$ cat config.mk
export PLATFORM = sky130hd
export DESIGN_NAME = dac_byte_loader_host
export DESIGN_NICKNAME = d
export VERILOG_FILES = /design/src/common/dac_loader_pkg.sv /design/src/rtl/dac_byte_loader_host.sv /design/src/rtl/dac_pin_reg.sv
export VERILOG_INCLUDE_DIRS = /design/src /design/src/common
export SDC_FILE = /design/constraint.sdc
export NUM_CORES = 1
export LEC_CHECK = 0
export BUFFER_PORTS_ARGS = -buffer_cell sky130_fd_sc_hd__buf_4
export CAP_MARGIN = 10
export CORE_UTILIZATION = 50
export CTS_BUF_LIST = sky130_fd_sc_hd__clkbuf_4 sky130_fd_sc_hd__clkbuf_8
export DETAILED_ROUTE_END_ITERATION = 8
export HOLD_SLACK_MARGIN = 0.08
export PLACE_DENSITY = 0.72
export RECOVER_POWER = 50
export SLEW_MARGIN = 40
export SYNTH_ARGS = -nofsm -noshare
export SYNTH_HDL_FRONTEND = slang
export SYNTH_HIERARCHICAL = 1
export SYNTH_SLANG_ARGS = --single-unit
$ cat constraint.sdc
create_clock -name clk_sys_i -period 2.76 [get_ports clk_sys_i]
set_input_delay 0.276 -clock clk_sys_i [delete_from_list [all_inputs] [get_ports clk_sys_i]]
set_output_delay 0.276 -clock clk_sys_i [all_outputs]
set_load 0.01 [all_outputs]
$ cat src/common/dac_loader_consts.svh
// Constants of the host-side loader for the double-buffered 12-bit converter.
// Assumes a 125 MHz system clock; times are given in ns and turned into cycles.
`ifndef DAC_LOADER_CONSTS_SVH
`define DAC_LOADER_CONSTS_SVH
`define CLK_PERIOD_NS 8
`define DATA_SETUP_NS 40
`define STROBE_LOW_NS 80
`define SELECT_HOLD_NS 16
`define OVERLAP_HOLD_TIME_NS 40
`define CYCLES_MIN(ns) (((ns) + `CLK_PERIOD_NS - 1) / `CLK_PERIOD_NS)
`define DATA_SETUP_CYC `CYCLES_MIN(`DATA_SETUP_NS)
`define STROBE_LOW_CYC `CYCLES_MIN(`STROBE_LOW_NS)
`define SELECT_HOLD_CYC `CYCLES_MIN(`SELECT_HOLD_NS)
`define OVERLAP_HOLD_CYC `CYCLES_MIN(`OVERLAP_HOLD_TIME_NS)
`define LOW_BYTE_LSB 0
`define HIGH_NIBBLE_LSB 8
`define BIPOLAR_ZERO_CODE 12'h800
`define CODE_RESET 12'h000
`define WAIT_W 5
`endif

$ cat src/common/dac_loader_pkg.sv
// Types shared by the host-side loader and its pin driver.
// Assumes the constants header is included where the numbers are needed.
package dac_loader_pkg;
  // Transfer modes chosen per request
  typedef enum logic [1:0] {
    MODE_SEPARATE = 2'h0,  // Two writes, then a standalone load strobe
    MODE_AUTO_HIGH = 2'h1, // Load tied to high-nibble select: low byte first
    MODE_AUTO_LOW = 2'h2,  // Load tied to low-byte select: high nibble first
    MODE_STAGE_ONLY = 2'h3 // Two writes, no transfer
  } mode_t;

  typedef struct packed {
    logic [11:0] code;
    mode_t mode;
    logic bipolar;
  } request_t;

  // Pin levels driven toward the converter
  typedef struct packed {
    logic [7:0] data;
    logic low_byte_select_n;
    logic high_nibble_select_n;
    logic write_n;
    logic load_output_n;
  } pins_t;

  typedef enum logic [6:0] {
    ST_IDLE = 7'h01,
    ST_SETUP = 7'h02,
    ST_STROBE = 7'h04,
    ST_HOLD = 7'h08,
    ST_LOAD = 7'h10,
    ST_OVERLAP = 7'h20,
    ST_DONE = 7'h40
  } state_t;
endpackage : dac_loader_pkg

$ cat src/rtl/dac_byte_loader_host.sv
// Host controller that loads a 12-bit code into a double-buffered converter over
// an 8-bit bus with two section selects, a write strobe and a load strobe.
// Assumes a single 125 MHz clock; the converter pins are driven straight from flops.
//
// Behaviour
// - Bus is right-justified: low byte on all lines, high nibble on lines 3..0
// - Host may write low byte and high nibble in either order
// - Load overlapping a write stays low the overlap hold time after write rises
// - Load tied to high select: write low byte first, second write transfers
// - Load tied to low select: write high nibble first, second write transfers
`timescale 1ns/10ps
`include "dac_loader_consts.svh"
module dac_byte_loader_host (
  input wire logic clk_sys_i,
  input wire logic reset_n_i,
  input wire logic req_valid_i,
  input wire dac_loader_pkg::request_t req_i,
  output logic req_ready_o,
  output logic done_o,
  output logic [11:0] applied_code_o,
  output logic [7:0] data_o,
  output logic low_byte_select_n_o,
  output logic high_nibble_select_n_o,
  output logic write_n_o,
  output logic load_output_n_o
);
  // Sequencer state and the request held for the whole transfer
  dac_loader_pkg::state_t state;
  dac_loader_pkg::state_t next_state;
  dac_loader_pkg::request_t req;
  dac_loader_pkg::pins_t next_pins;
  dac_loader_pkg::pins_t pins;
  logic [`WAIT_W-1:0] wait_cnt;
  logic [`WAIT_W-1:0] next_wait;
  logic second;
  logic [11:0] staged;
  logic next_second;
  logic next_high;
  logic next_tied;
  dac_loader_pkg::request_t next_req;

  // Bus byte for a section, right-justified on the 8 lines
  function automatic logic [7:0] section_byte(input logic [11:0] code, input logic high);
    section_byte = high ? {4'h0, code[11:8]} : code[7:0];
  endfunction : section_byte

  // Which section goes first; the tied select must be the second write
  function automatic logic high_first(input dac_loader_pkg::mode_t m);
    high_first = (m == dac_loader_pkg::MODE_AUTO_LOW);
  endfunction : high_first

  // Automatic modes tie the load strobe to one of the selects
  function automatic logic is_auto(input dac_loader_pkg::mode_t m);
    is_auto = (m == dac_loader_pkg::MODE_AUTO_HIGH) || (m == dac_loader_pkg::MODE_AUTO_LOW);
  endfunction : is_auto

  // Cycle count for a wait, cut to the counter width on purpose
  function automatic logic [`WAIT_W-1:0] cyc(input int n);
    cyc = `WAIT_W'(n - 1);
  endfunction : cyc

  // Section now being written, and whether its select carries the load strobe
  logic cur_high;
  logic load_tied;
  assign cur_high = high_first(req.mode) ^ second;
  // In automatic modes the load strobe rides the select of the second section
  assign load_tied = second && is_auto(req.mode);

  // Sequencer: setup, write strobe, hold, then the second section or the load
  always_comb begin
    next_state = state;
    next_wait = (wait_cnt != '0) ? wait_cnt - `WAIT_W'(1) : wait_cnt;
    case (state)
      dac_loader_pkg::ST_IDLE: begin
        if (req_valid_i) begin
          next_state = dac_loader_pkg::ST_SETUP;
          next_wait = cyc(`DATA_SETUP_CYC);
        end
      end
      dac_loader_pkg::ST_SETUP: begin
        if (wait_cnt == '0) begin
          next_state = dac_loader_pkg::ST_STROBE;
          next_wait = cyc(`STROBE_LOW_CYC);
        end
      end
      dac_loader_pkg::ST_STROBE: begin
        if (wait_cnt == '0) begin
          // Tied load must outlast the write by the overlap hold time
          next_state = load_tied ? dac_loader_pkg::ST_OVERLAP : dac_loader_pkg::ST_HOLD;
          next_wait = load_tied ? cyc(`OVERLAP_HOLD_CYC) : cyc(`SELECT_HOLD_CYC);
        end
      end
      dac_loader_pkg::ST_OVERLAP: begin
        if (wait_cnt == '0) begin
          next_state = dac_loader_pkg::ST_DONE;
        end
      end
      dac_loader_pkg::ST_HOLD: begin
        if (wait_cnt == '0) begin
          if (!second) begin
            next_state = dac_loader_pkg::ST_SETUP;
            next_wait = cyc(`DATA_SETUP_CYC);
          end else if (req.mode == dac_loader_pkg::MODE_SEPARATE) begin
            next_state = dac_loader_pkg::ST_LOAD;
            next_wait = cyc(`STROBE_LOW_CYC);
          end else begin
            next_state = dac_loader_pkg::ST_DONE;
          end
        end
      end
      dac_loader_pkg::ST_LOAD: begin
        if (wait_cnt == '0) begin
          next_state = dac_loader_pkg::ST_DONE;
        end
      end
      dac_loader_pkg::ST_DONE: next_state = dac_loader_pkg::ST_IDLE;
      default: next_state = dac_loader_pkg::ST_IDLE;
    endcase
  end

  // Pin levels for the next cycle; selects frame the write strobe on both sides
  always_comb begin
    next_pins = '{data: pins.data, low_byte_select_n: 1'b1, high_nibble_select_n: 1'b1,
                  write_n: 1'b1, load_output_n: 1'b1};
    case (next_state)
      dac_loader_pkg::ST_SETUP, dac_loader_pkg::ST_STROBE, dac_loader_pkg::ST_HOLD,
      dac_loader_pkg::ST_OVERLAP: begin
        next_pins.data = section_byte(next_req.code, next_high);
        next_pins.low_byte_select_n = next_high;
        next_pins.high_nibble_select_n = !next_high;
        next_pins.write_n = (next_state != dac_loader_pkg::ST_STROBE);
        next_pins.load_output_n = !(next_tied &&
                                    next_state != dac_loader_pkg::ST_HOLD);
      end
      dac_loader_pkg::ST_LOAD: next_pins.load_output_n = 1'b0;
      default: next_pins.load_output_n = 1'b1;
    endcase
  end

  // Section view for the coming cycle; second flips on leaving the first hold.
  // Leaving idle, the request is not yet captured, so the bus takes it from the input
  // and the first section gets its full data setup time.
  always_comb begin
    next_req = (state == dac_loader_pkg::ST_IDLE) ? req_i : req;
    if (state == dac_loader_pkg::ST_IDLE) begin
      next_second = 1'b0;
    end else if (state == dac_loader_pkg::ST_HOLD && next_state == dac_loader_pkg::ST_SETUP) begin
      next_second = 1'b1;
    end else begin
      next_second = second;
    end
    next_high = high_first(next_req.mode) ^ next_second;
    next_tied = next_second && is_auto(next_req.mode);
  end

  // State and wait counter
  always_ff @(posedge clk_sys_i or negedge reset_n_i) begin
    if (!reset_n_i) begin
      state <= dac_loader_pkg::ST_IDLE;
      wait_cnt <= '0;
      second <= 1'b0;
    end else begin
      state <= next_state;
      wait_cnt <= next_wait;
      second <= next_second;
    end
  end

  // Request capture; the request is held for the whole transfer
  always_ff @(posedge clk_sys_i or negedge reset_n_i) begin
    if (!reset_n_i) begin
      req <= '{code: `CODE_RESET, mode: dac_loader_pkg::MODE_SEPARATE, bipolar: 1'b0};
    end else if (state == dac_loader_pkg::ST_IDLE && req_valid_i) begin
      req <= req_i;
    end
  end

  // Shadow of the device latches: staging after any write, output after a transfer
  always_ff @(posedge clk_sys_i or negedge reset_n_i) begin
    if (!reset_n_i) begin
      staged <= `CODE_RESET;
      applied_code_o <= `CODE_RESET;
      done_o <= 1'b0;
      req_ready_o <= 1'b0;
    end else begin
      if (state == dac_loader_pkg::ST_STROBE && wait_cnt == '0) begin
        if (cur_high) staged[11:8] <= req.code[11:8];
        else staged[7:0] <= req.code[7:0];
      end
      // Stage-only keeps the old output, as the device latch is untouched.
      // A transfer copies the staging shadow, which by now holds both sections.
      if (next_state == dac_loader_pkg::ST_DONE && req.mode != dac_loader_pkg::MODE_STAGE_ONLY)
        applied_code_o <= staged;
      done_o <= (next_state == dac_loader_pkg::ST_DONE);
      req_ready_o <= (next_state == dac_loader_pkg::ST_IDLE);
    end
  end

  // Pins leave through one register stage, so the converter never sees a glitch
  dac_pin_reg u_pins (
    .clk_sys_i(clk_sys_i),
    .reset_n_i(reset_n_i),
    .next_pins_i(next_pins),
    .pins_o(pins)
  );

  // Top-level pins come straight from that register stage
  assign data_o = pins.data;
  assign low_byte_select_n_o = pins.low_byte_select_n;
  assign high_nibble_select_n_o = pins.high_nibble_select_n;
  assign write_n_o = pins.write_n;
  assign load_output_n_o = pins.load_output_n;
endmodule : dac_byte_loader_host

$ cat src/rtl/dac_pin_reg.sv
// Output register stage for the converter pins.
// Assumes the controller presents the next pin levels on the same clock.
`timescale 1ns/10ps
module dac_pin_reg (
  input wire logic clk_sys_i,
  input wire logic reset_n_i,
  input wire dac_loader_pkg::pins_t next_pins_i,
  output dac_loader_pkg::pins_t pins_o
);
  // All strobes idle high at reset so the converter sees no write or load
  always_ff @(posedge clk_sys_i or negedge reset_n_i) begin
    if (!reset_n_i) begin
      pins_o <= '{data: 8'h00, low_byte_select_n: 1'b1, high_nibble_select_n: 1'b1,
                 write_n: 1'b1, load_output_n: 1'b1};
    end else begin
      pins_o <= next_pins_i;
    end
  end
endmodule : dac_pin_reg

==> out/results.ini, run 1 <==
[timing]
period_share_pct=94.2
max_freq_ghz=0.385
finClkSkew_ns=0.0118
fin_hold_ws_ns=0.131
finalMaxSlewViolations=66
relSlewSlack_pct=-4.04
hold_viol_final=0
finalSetupViolations=0
worst_slew_pin_slew_ns=1.56
final.setup.tns_ns=0
period_needed_ns=2.60
rsz0062_at_grt=false

[yosys]
synth_cell_types=52
ys_seq_area_share_pct=50.1
yosysTopAreaCellShare_pct=46.1
synth_nets=319
synth_area_leaders=dfrtp_1 (46%), mux2_1 (8.3%), nand2_1 (6.2%), mux2i_1 (4.3%), dfstp_2 (4.0%)
synth_top_family_by_area=multiplexers
ys_seq_elements=65
yosysWarnings=6
synth_edf_count=0
syn-mean-instance-area_sq_um=11.1
syn-cell-area_sq_um=3260
synth_mux_area_share_pct=17.0
synthArstFlopShare_pct=100
ys.flop_type=dfrtp_1
yosys.area_share.simple_pct=16.8
synth_area_leader_cell=dfrtp_1
synth_adder_area_share_pct=2.69
syn_inst=294
synth_xor_area_share_pct=2.46
synth_compound_area_share_pct=7.03

[clocking]
cts_max_level=3
cts.clk_slew.worst_paths_ns=0.08
tritoncts=yes
clockBufferDepth=2
numCtsBuffers=9
post-cts-setup-buffer-count=0
clkLatencyLatePin_ns=0.35
cts_root_buffer=clkbuf_8
clock-sinks=65

[place]
numPlacedInstances=412
hpwlAfterDp_um=4890
place.gp.congestion=0.923
numPortBuffers=42

[global_route]
track_usage_pct=23.1
grt_pass1_wl_um=11300
grt_max_degree=66
antenna_found_initial=0
grt_pass1_vias=2366
overflow=0

[detailed_routing]
drt-wirelength-per-cell_um=16.7
drt_first_iter_violations=107
drtPass1Iterations=4
detail_route.vias_per_cell=5.63
vias=2416
drc=0
wl_um=7170
drtAntennaViolNets=0

[setup_path]
start_kind=flop
cp-end-kind=flop
r2r-end=u_pins/pins_o[4]$_DFF_PN0_
reg2reg_from=wait_cnt[0]$_DFF_PN0_
cpPeakStageDelay_ns=0.40
crit_family=compound AO/OA/AOI/OAI gates
cp_max_fo=10
path_class=flop to flop
reg2reg_slack_ns=0.16
crit_required_ns=2.99
rr_worst_depth=9
arrival_ns=2.83
crit_chain=inv_1 -> ha_1 -> nor4b_4 -> nor2_2 -> a32o_2 -> nand3b_1 -> a311o_1 -> buf_4 -> mux2_4
crit_buf_inv=2
crit_slowest_cell=dfrtp_1

[hold_path]
hold_class=input pin to flop
min_from=req_i[14]
whs_endpoint=req[14]$_DFFE_PN0P_
holdPathStages=3

[die]
num_io_pins=44
core-area_sq_um=6310
rows=29
dieArea_sq_um=6840
floorplan.die.width_um=82.7
start_util_pct=51.6
die_y_um=82.7

[status]
violations=max-capacitance violations, max-slew violations
outcome=complete, but fails checks

[cells_and_area]
drive_above_1_share_pct=23.9
num_antenna_cells=0
fin_nets=372
area_growth_pct=19.8
final_cells=429

[power_and_ir_drop]
p_leak_nw=1.96
p_per_area_nw_per_um2=513
vdd_ir_drop_max_mv=0.464

[job]
cap_viol_max_count=1

## per-layer routing
layer	part of all wire, %	vias up	global-route usage [%]	wire [um]
li1	-	1119	-	-
met1	43	1203	27.8	3070
met2	49	74	38.9	3520
met3	5.5	20	7.14	393
met4	2.6	0	8.45	188
met5	0	-	0	0
## area by class of cell
type,instances,area [sq um]
clock buffer,10,138
sequential,65,1630
tap,77,96.3
multi-input combinational,204,1500
inverter,9,33.8
timing repair buffer,58,387
clock inverter,6,114
fill,533,2410
## worst max-delay path by stage
stage	start	to	slack, ns	cells after the start
floorplan	state[3]$_DFF_PN0_	u_pins/pins_o[6]$_DFF_PN0_	0.007	10
global placement	state[0]$_DFF_PN1_	u_pins/pins_o[6]$_DFF_PN0_	0.26	7
detailed placement	state[0]$_DFF_PN1_	u_pins/pins_o[6]$_DFF_PN0_	0.20	7
CTS	wait_cnt[0]$_DFF_PN0_	u_pins/pins_o[8]$_DFF_PN0_	0.15	9
global route	wait_cnt[0]$_DFF_PN0_	u_pins/pins_o[4]$_DFF_PN0_	0.05	9
finish	wait_cnt[0]$_DFF_PN0_	u_pins/pins_o[4]$_DFF_PN0_	0.16	9
## worst register-to-register path, cell delays in order, from the launching register on
cell and delay (ns):
dfrtp_1 0.40, inv_1 0.12, ha_1 0.19, nor4b_4 0.32, nor2_2 0.09, a32o_2 0.28, nand3b_1 0.20, a311o_1 0.34
buf_4 0.21, mux2_4 0.32
## cell families after synthesis
kind of cell / count (synthesis)
and+or+nand+nor: 109
DFF: 65
muxes: 47
AOI/OAI and AO/OA: 34
buffers and inverters: 25
xor gates and xnor gates: 7
adders and majority gates: 7
## cells in the final DEF, fill, tap and decap left out, types with 3 or more instances in the layout
master / n
a21oi_1: 6
a31oi_1: 4
buf_4: 43
bufinv_16: 3
clkbuf_1: 13
clkbuf_8: 10
dfrtp_1: 60
dfstp_2: 5
ha_1: 6
inv_1: 7
mux2_1: 24
mux2_4: 8
mux2i_1: 14
nand2_1: 54
nand2b_1: 6
nand4_1: 3
nor2_1: 20
o211ai_1: 3
o21ai_0: 3
o21ai_1: 7
o32ai_1: 3
or3_1: 4
xnor2_1: 3
xor2_1: 3
## cells in the mapped netlist (5+ instances only)
master	instances
mux2_1	24
buf_2	8
a21oi_1	6
nand2b_1	6
inv_1	7
dfstp_2	5
mux2i_1	14
o21ai_1	7
nand2_1	54
nor2_1	20
mux2_4	8
ha_1	7
dfrtp_1	60
## timing repair
item,CTS,global route
endpoints found under the hold margin,60,0
setup endpoints to repair,0,1
resized for setup,0,1
hold buffers,1,0
## report_power, final
group	internal, mW	total (mW)	switching [mW]
Clock	0.627	1.01	0.381
Combinational	0.0154	0.0398	0.0244
Sequential	0.952	0.952	0
## flip-flops by register name, indices dropped and copies added (netlist names)
signal and count:
staged 12, second 1, done_o 1, applied_code_o 12, wait_cnt 5, u_pins/pins_o 12, req 14, state 7
req_ready_o 1
## metrics by stage
| step | power (mW) | worst slack (ns) | cell area, sq um | utilization (%) |
|---|---|---|---|---|
| after floorplan | 0.971 | 0.00682 | 3280 | - |
| after global placement | 1.01 | 0.257 | 3690 | 58.5 |
| after detailed placement | 1.01 | 0.201 | 3690 | 58.5 |
| after CTS | 2.02 | 0.155 | 3950 | 62.6 |
| after global routing | 2.07 | 0.0461 | 3900 | 61.8 |
| final | 2.00 | 0.161 | 3900 | 61.8 |
Power figures use the tool's default switching activity.
==> run 2: changes to the inputs <==
--- a/config.mk
+++ b/config.mk
@@ -6,7 +6,8 @@
 export SDC_FILE = /design/constraint.sdc
 export NUM_CORES = 1
 export LEC_CHECK = 0
-export BUFFER_PORTS_ARGS = -buffer_cell sky130_fd_sc_hd__buf_4
+export ABC_AREA = 1
+export BUFFER_PORTS_ARGS = -buffer_cell sky130_fd_sc_hd__clkbuf_2
 export CAP_MARGIN = 10
 export CORE_UTILIZATION = 50
 export CTS_BUF_LIST = sky130_fd_sc_hd__clkbuf_4 sky130_fd_sc_hd__clkbuf_8
==> run 2 against run 1 <==
The flow now finishes without violations. Register-to-register slack improved by 0.37 ns. Power increased by 70%. Cell count rose by 16%. Largest power group is now registers. Critical path depth grew 4. Synthesized area shrank 2.1%. Clock skew decreased by 0.0037 ns. Synthesized cell count is 27% higher. Non-clock buffer count fell by 13. Worst hold slack improved by 0.019 ns. Largest cell class unchanged.
==> out/results.ini, run 2 <==
[status]
outcome=finished clean  ; was complete, but fails checks

[yosys]
syn-cell-area_sq_um=3190  ; was 3260 sq um
synth_common_cells=nand2_1 (114), dfrtp_1 (60), o21ai_0 (43)  ; was dfrtp_1 (60), nand2_1 (54), mux2_1 (24)
syn_inst=374  ; was 294
synth_area_leader_cell=dfrtp_1  ; unchanged
synth_cell_types=36  ; was 52
ys.flop_type=dfrtp_1  ; unchanged
yosysTopAreaCellShare_pct=47.1  ; was 46.1%
ys_seq_area_share_pct=51.2  ; was 50.1%
yosysMostFrequentCell=nand2_1  ; was dfrtp_1
syn-mean-instance-area_sq_um=8.53  ; was 11.1 sq um
ys_seq_elements=65  ; unchanged
synth_edf_count=0  ; unchanged
synthArstFlopShare_pct=100  ; unchanged
synth_nets=399  ; was 319
synth_area_leaders=dfrtp_1 (47%), nand2_1 (13%), o21ai_0 (6.7%), nand3_1 (5.8%), dfstp_2 (4.1%)  ; was dfrtp_1 (46%), mux2_1 (8.3%), nand2_1 (6.2%), mux2i_1 (4.3%), dfstp_2 (4.0%)
yosysWarnings=6  ; unchanged

[global_route]
antenna_found_initial=0  ; unchanged
grt_max_degree=30  ; was 66
grt_pass1_wl_um=11100  ; was 11300 um
track_usage_pct=22.6  ; was 23.1%
grt_pass1_vias=2327  ; was 2366
overflow=0  ; unchanged

[clocking]
cts_root_buffer=clkbuf_8  ; unchanged
clkLatencyLatePin_ns=0.34  ; was 0.35 ns
post-cts-setup-buffer-count=0  ; unchanged
tritoncts=yes  ; unchanged
numCtsBuffers=9  ; unchanged
clock-sinks=65  ; unchanged
cts.clk_slew.worst_paths_ns=0.08  ; about the same
cts_max_level=3  ; unchanged
hold_buffers=1  ; unchanged
ctsResizeCount=0  ; unchanged
clockBufferDepth=2  ; unchanged

[cells_and_area]
drive_above_1_share_pct=16.0  ; was 23.9%
final_common_cell=nand2_1  ; was dfrtp_1
fin_nets=444  ; was 372
final_cells=499  ; was 429
num_antenna_cells=0  ; unchanged
area_growth_pct=12.6  ; was 19.8%
largest_reg_flops=14  ; unchanged
most-common-layout-cells=nand2_1 (114), dfrtp_1 (60), o21ai_0 (43)  ; was dfrtp_1 (60), nand2_1 (54), buf_4 (43)
max_flop_register=req  ; unchanged

[place]
numPortBuffers=42  ; unchanged
hpwlAfterDp_um=4800  ; was 4890 um
numPlacedInstances=482  ; was 412
place.gp.congestion=0.925  ; was 0.923
pre_cts_slack_ns=0.562  ; was 0.201 ns

[setup_path]
crit_chain=nand2_1 -> nor3_2 -> nand2_2 -> inv_4 -> nand2_1 -> o21ai_0 -> ha_1 -> inv_1 -> nand3_1 -> nand3_1 -> nand2_1 -> nand2_1 -> nand2_1  ; was inv_1 -> ha_1 -> nor4b_4 -> nor2_2 -> a32o_2 -> nand3b_1 -> a311o_1 -> buf_4 -> mux2_4
crit_top_cell=nand2_1
start_kind=flop  ; unchanged
arrival_ns=2.51  ; was 2.83 ns
crit_family=simple AND/OR/NAND/NOR gates  ; was compound AO/OA/AOI/OAI gates
cp-end-kind=flop  ; unchanged
crit_buf_inv=2  ; unchanged
cp_max_fo=26  ; was 10
cpPeakStageDelay_ns=0.54  ; was 0.40 ns
crit_slowest_cell=dfstp_2  ; was dfrtp_1
crit_required_ns=3.04  ; was 2.99 ns
path_class=flop to flop  ; unchanged

[detailed_routing]
detail_route.vias_per_cell=5.13  ; was 5.63
vias=2562  ; was 2416
drtAntennaViolNets=0  ; unchanged
wl_um=6600  ; was 7170 um
drc=0  ; unchanged
drt-wirelength-per-cell_um=13.2  ; was 16.7 um
drt_first_iter_violations=200  ; was 107
drtPass1Iterations=5  ; was 4

[timing]
finalSetupViolations=0  ; unchanged
setup_ws_ns=0.535  ; was 0.161 ns
period_needed_ns=2.23  ; was 2.60 ns
worst_slew_pin_slew_ns=1.22  ; was 1.56 ns
finClkSkew_ns=0.00810  ; was 0.0118 ns
max_freq_ghz=0.449  ; was 0.385 GHz
fin_hold_ws_ns=0.151  ; was 0.131 ns
rsz0062_at_grt=false  ; unchanged
final.setup.tns_ns=0  ; unchanged
relSlewSlack_pct=18.8  ; was -4.04%
period_share_pct=80.6  ; was 94.2%
hold_viol_final=0  ; unchanged
finalMaxSlewViolations=0  ; was 66

[die]
core-area_sq_um=6030  ; was 6310 sq um
dieArea_sq_um=6700  ; was 6840 sq um
die_y_um=81.9  ; was 82.7 um
floorplan.die.width_um=81.9  ; was 82.7 um
start_util_pct=52.9  ; was 51.6%
num_io_pins=44  ; unchanged
rows=28  ; was 29

[power_and_ir_drop]
p_per_area_nw_per_um2=946  ; was 513 nW/um^2
p_leak_nw=1.83  ; was 1.96 nW
vdd_ir_drop_max_mv=0.581  ; was 0.464 mV

[hold_path]
hold_class=input pin to flop  ; unchanged

[job]
cap_viol_max_count=0  ; was 1

[run 2: cell count changes in the layout (fill, tap and decap cells not counted), moves of 7 or more]
cell / previous run / this run
clkbuf_2: 1 / 16
mux2i_1: 14 / 0
clkbuf_1: 13 / 28
nand3_1: 1 / 37
buf_4: 43 / 0
inv_1: 7 / 34
nor2_1: 20 / 13
mux2_4: 8 / 0
mux2_1: 24 / 0
nand2_1: 54 / 114
o21ai_0: 3 / 43
[run 2: cells by family (layout without fill, tap and decap cells)]
logic type	Yosys count	count (layout)	share of synthesized area, %
xor gates and xnor gates	4	4	1.10
and+or+nand+nor	189	189	27.1
buffers and inverters	52	102	7.65
AOI/OAI and AO/OA	57	57	10.2
adders and majority gates	7	7	2.75
DFF	65	65	51.2
[run 2: stage by stage]
step | power (mW) | utilization (%) | instance area [sq um]
finish | 3.40 | 59.6 | 3590
global route | 3.69 | 59.6 | 3590
floorplan | 2.31 | - | 3190
detailed placement | 2.60 | 56.8 | 3420
CTS | 3.44 | 60.3 | 3630
global placement | 2.56 | 56.8 | 3420
[run 2: worst paths after layout]
path / slack (ns) / cells after the start / start / endpoint
hold / removal: 0.15 / 2 / req_valid_i / state[0]$_DFF_PN1_
setup reg to reg: 0.53 / 13 / state[0]$_DFF_PN1_ / u_pins/pins_o[7]$_DFF_PN0_
max in group asynchronous: 0.64 / 3 / reset_n_i / req[5]$_DFFE_PN0P_
min in group asynchronous: 0.71 / 2 / reset_n_i / applied_code_o[3]$_DFFE_PN0P_
hold reg to reg: 0.47 / 2 / applied_code_o[7]$_DFFE_PN0P_ / applied_code_o[7]$_DFFE_PN0P_
setup / recovery: 0.53 / 13 / state[0]$_DFF_PN1_ / u_pins/pins_o[7]$_DFF_PN0_
[run 2: layout make-up]
class	count	area, sq um
clock buffer	9	124
clock inverter	7	77.6
fill	545	2430
inverter	41	156
multi-input combinational	257	1310
sequential	65	1630
tap	75	93.8
timing repair buffer	45	195
[run 2: where the power goes]
group	internal [mW]	switching, mW	total (mW)
Sequential	1.19	0.109	1.30
Combinational	0.401	0.876	1.28
Clock	0.424	0.400	0.824
[run 2: per-layer routing]
metal | vias to the layer above | routed length [um] | GRT usage, %
li1 | 1302 | - | -
met1 | 1187 | 3220 | 32.6
met2 | 67 | 2960 | 32.5
met3 | 6 | 344 | 5.22
met4 | 0 | 72 | 9.65
met5 | - | 0 | 0
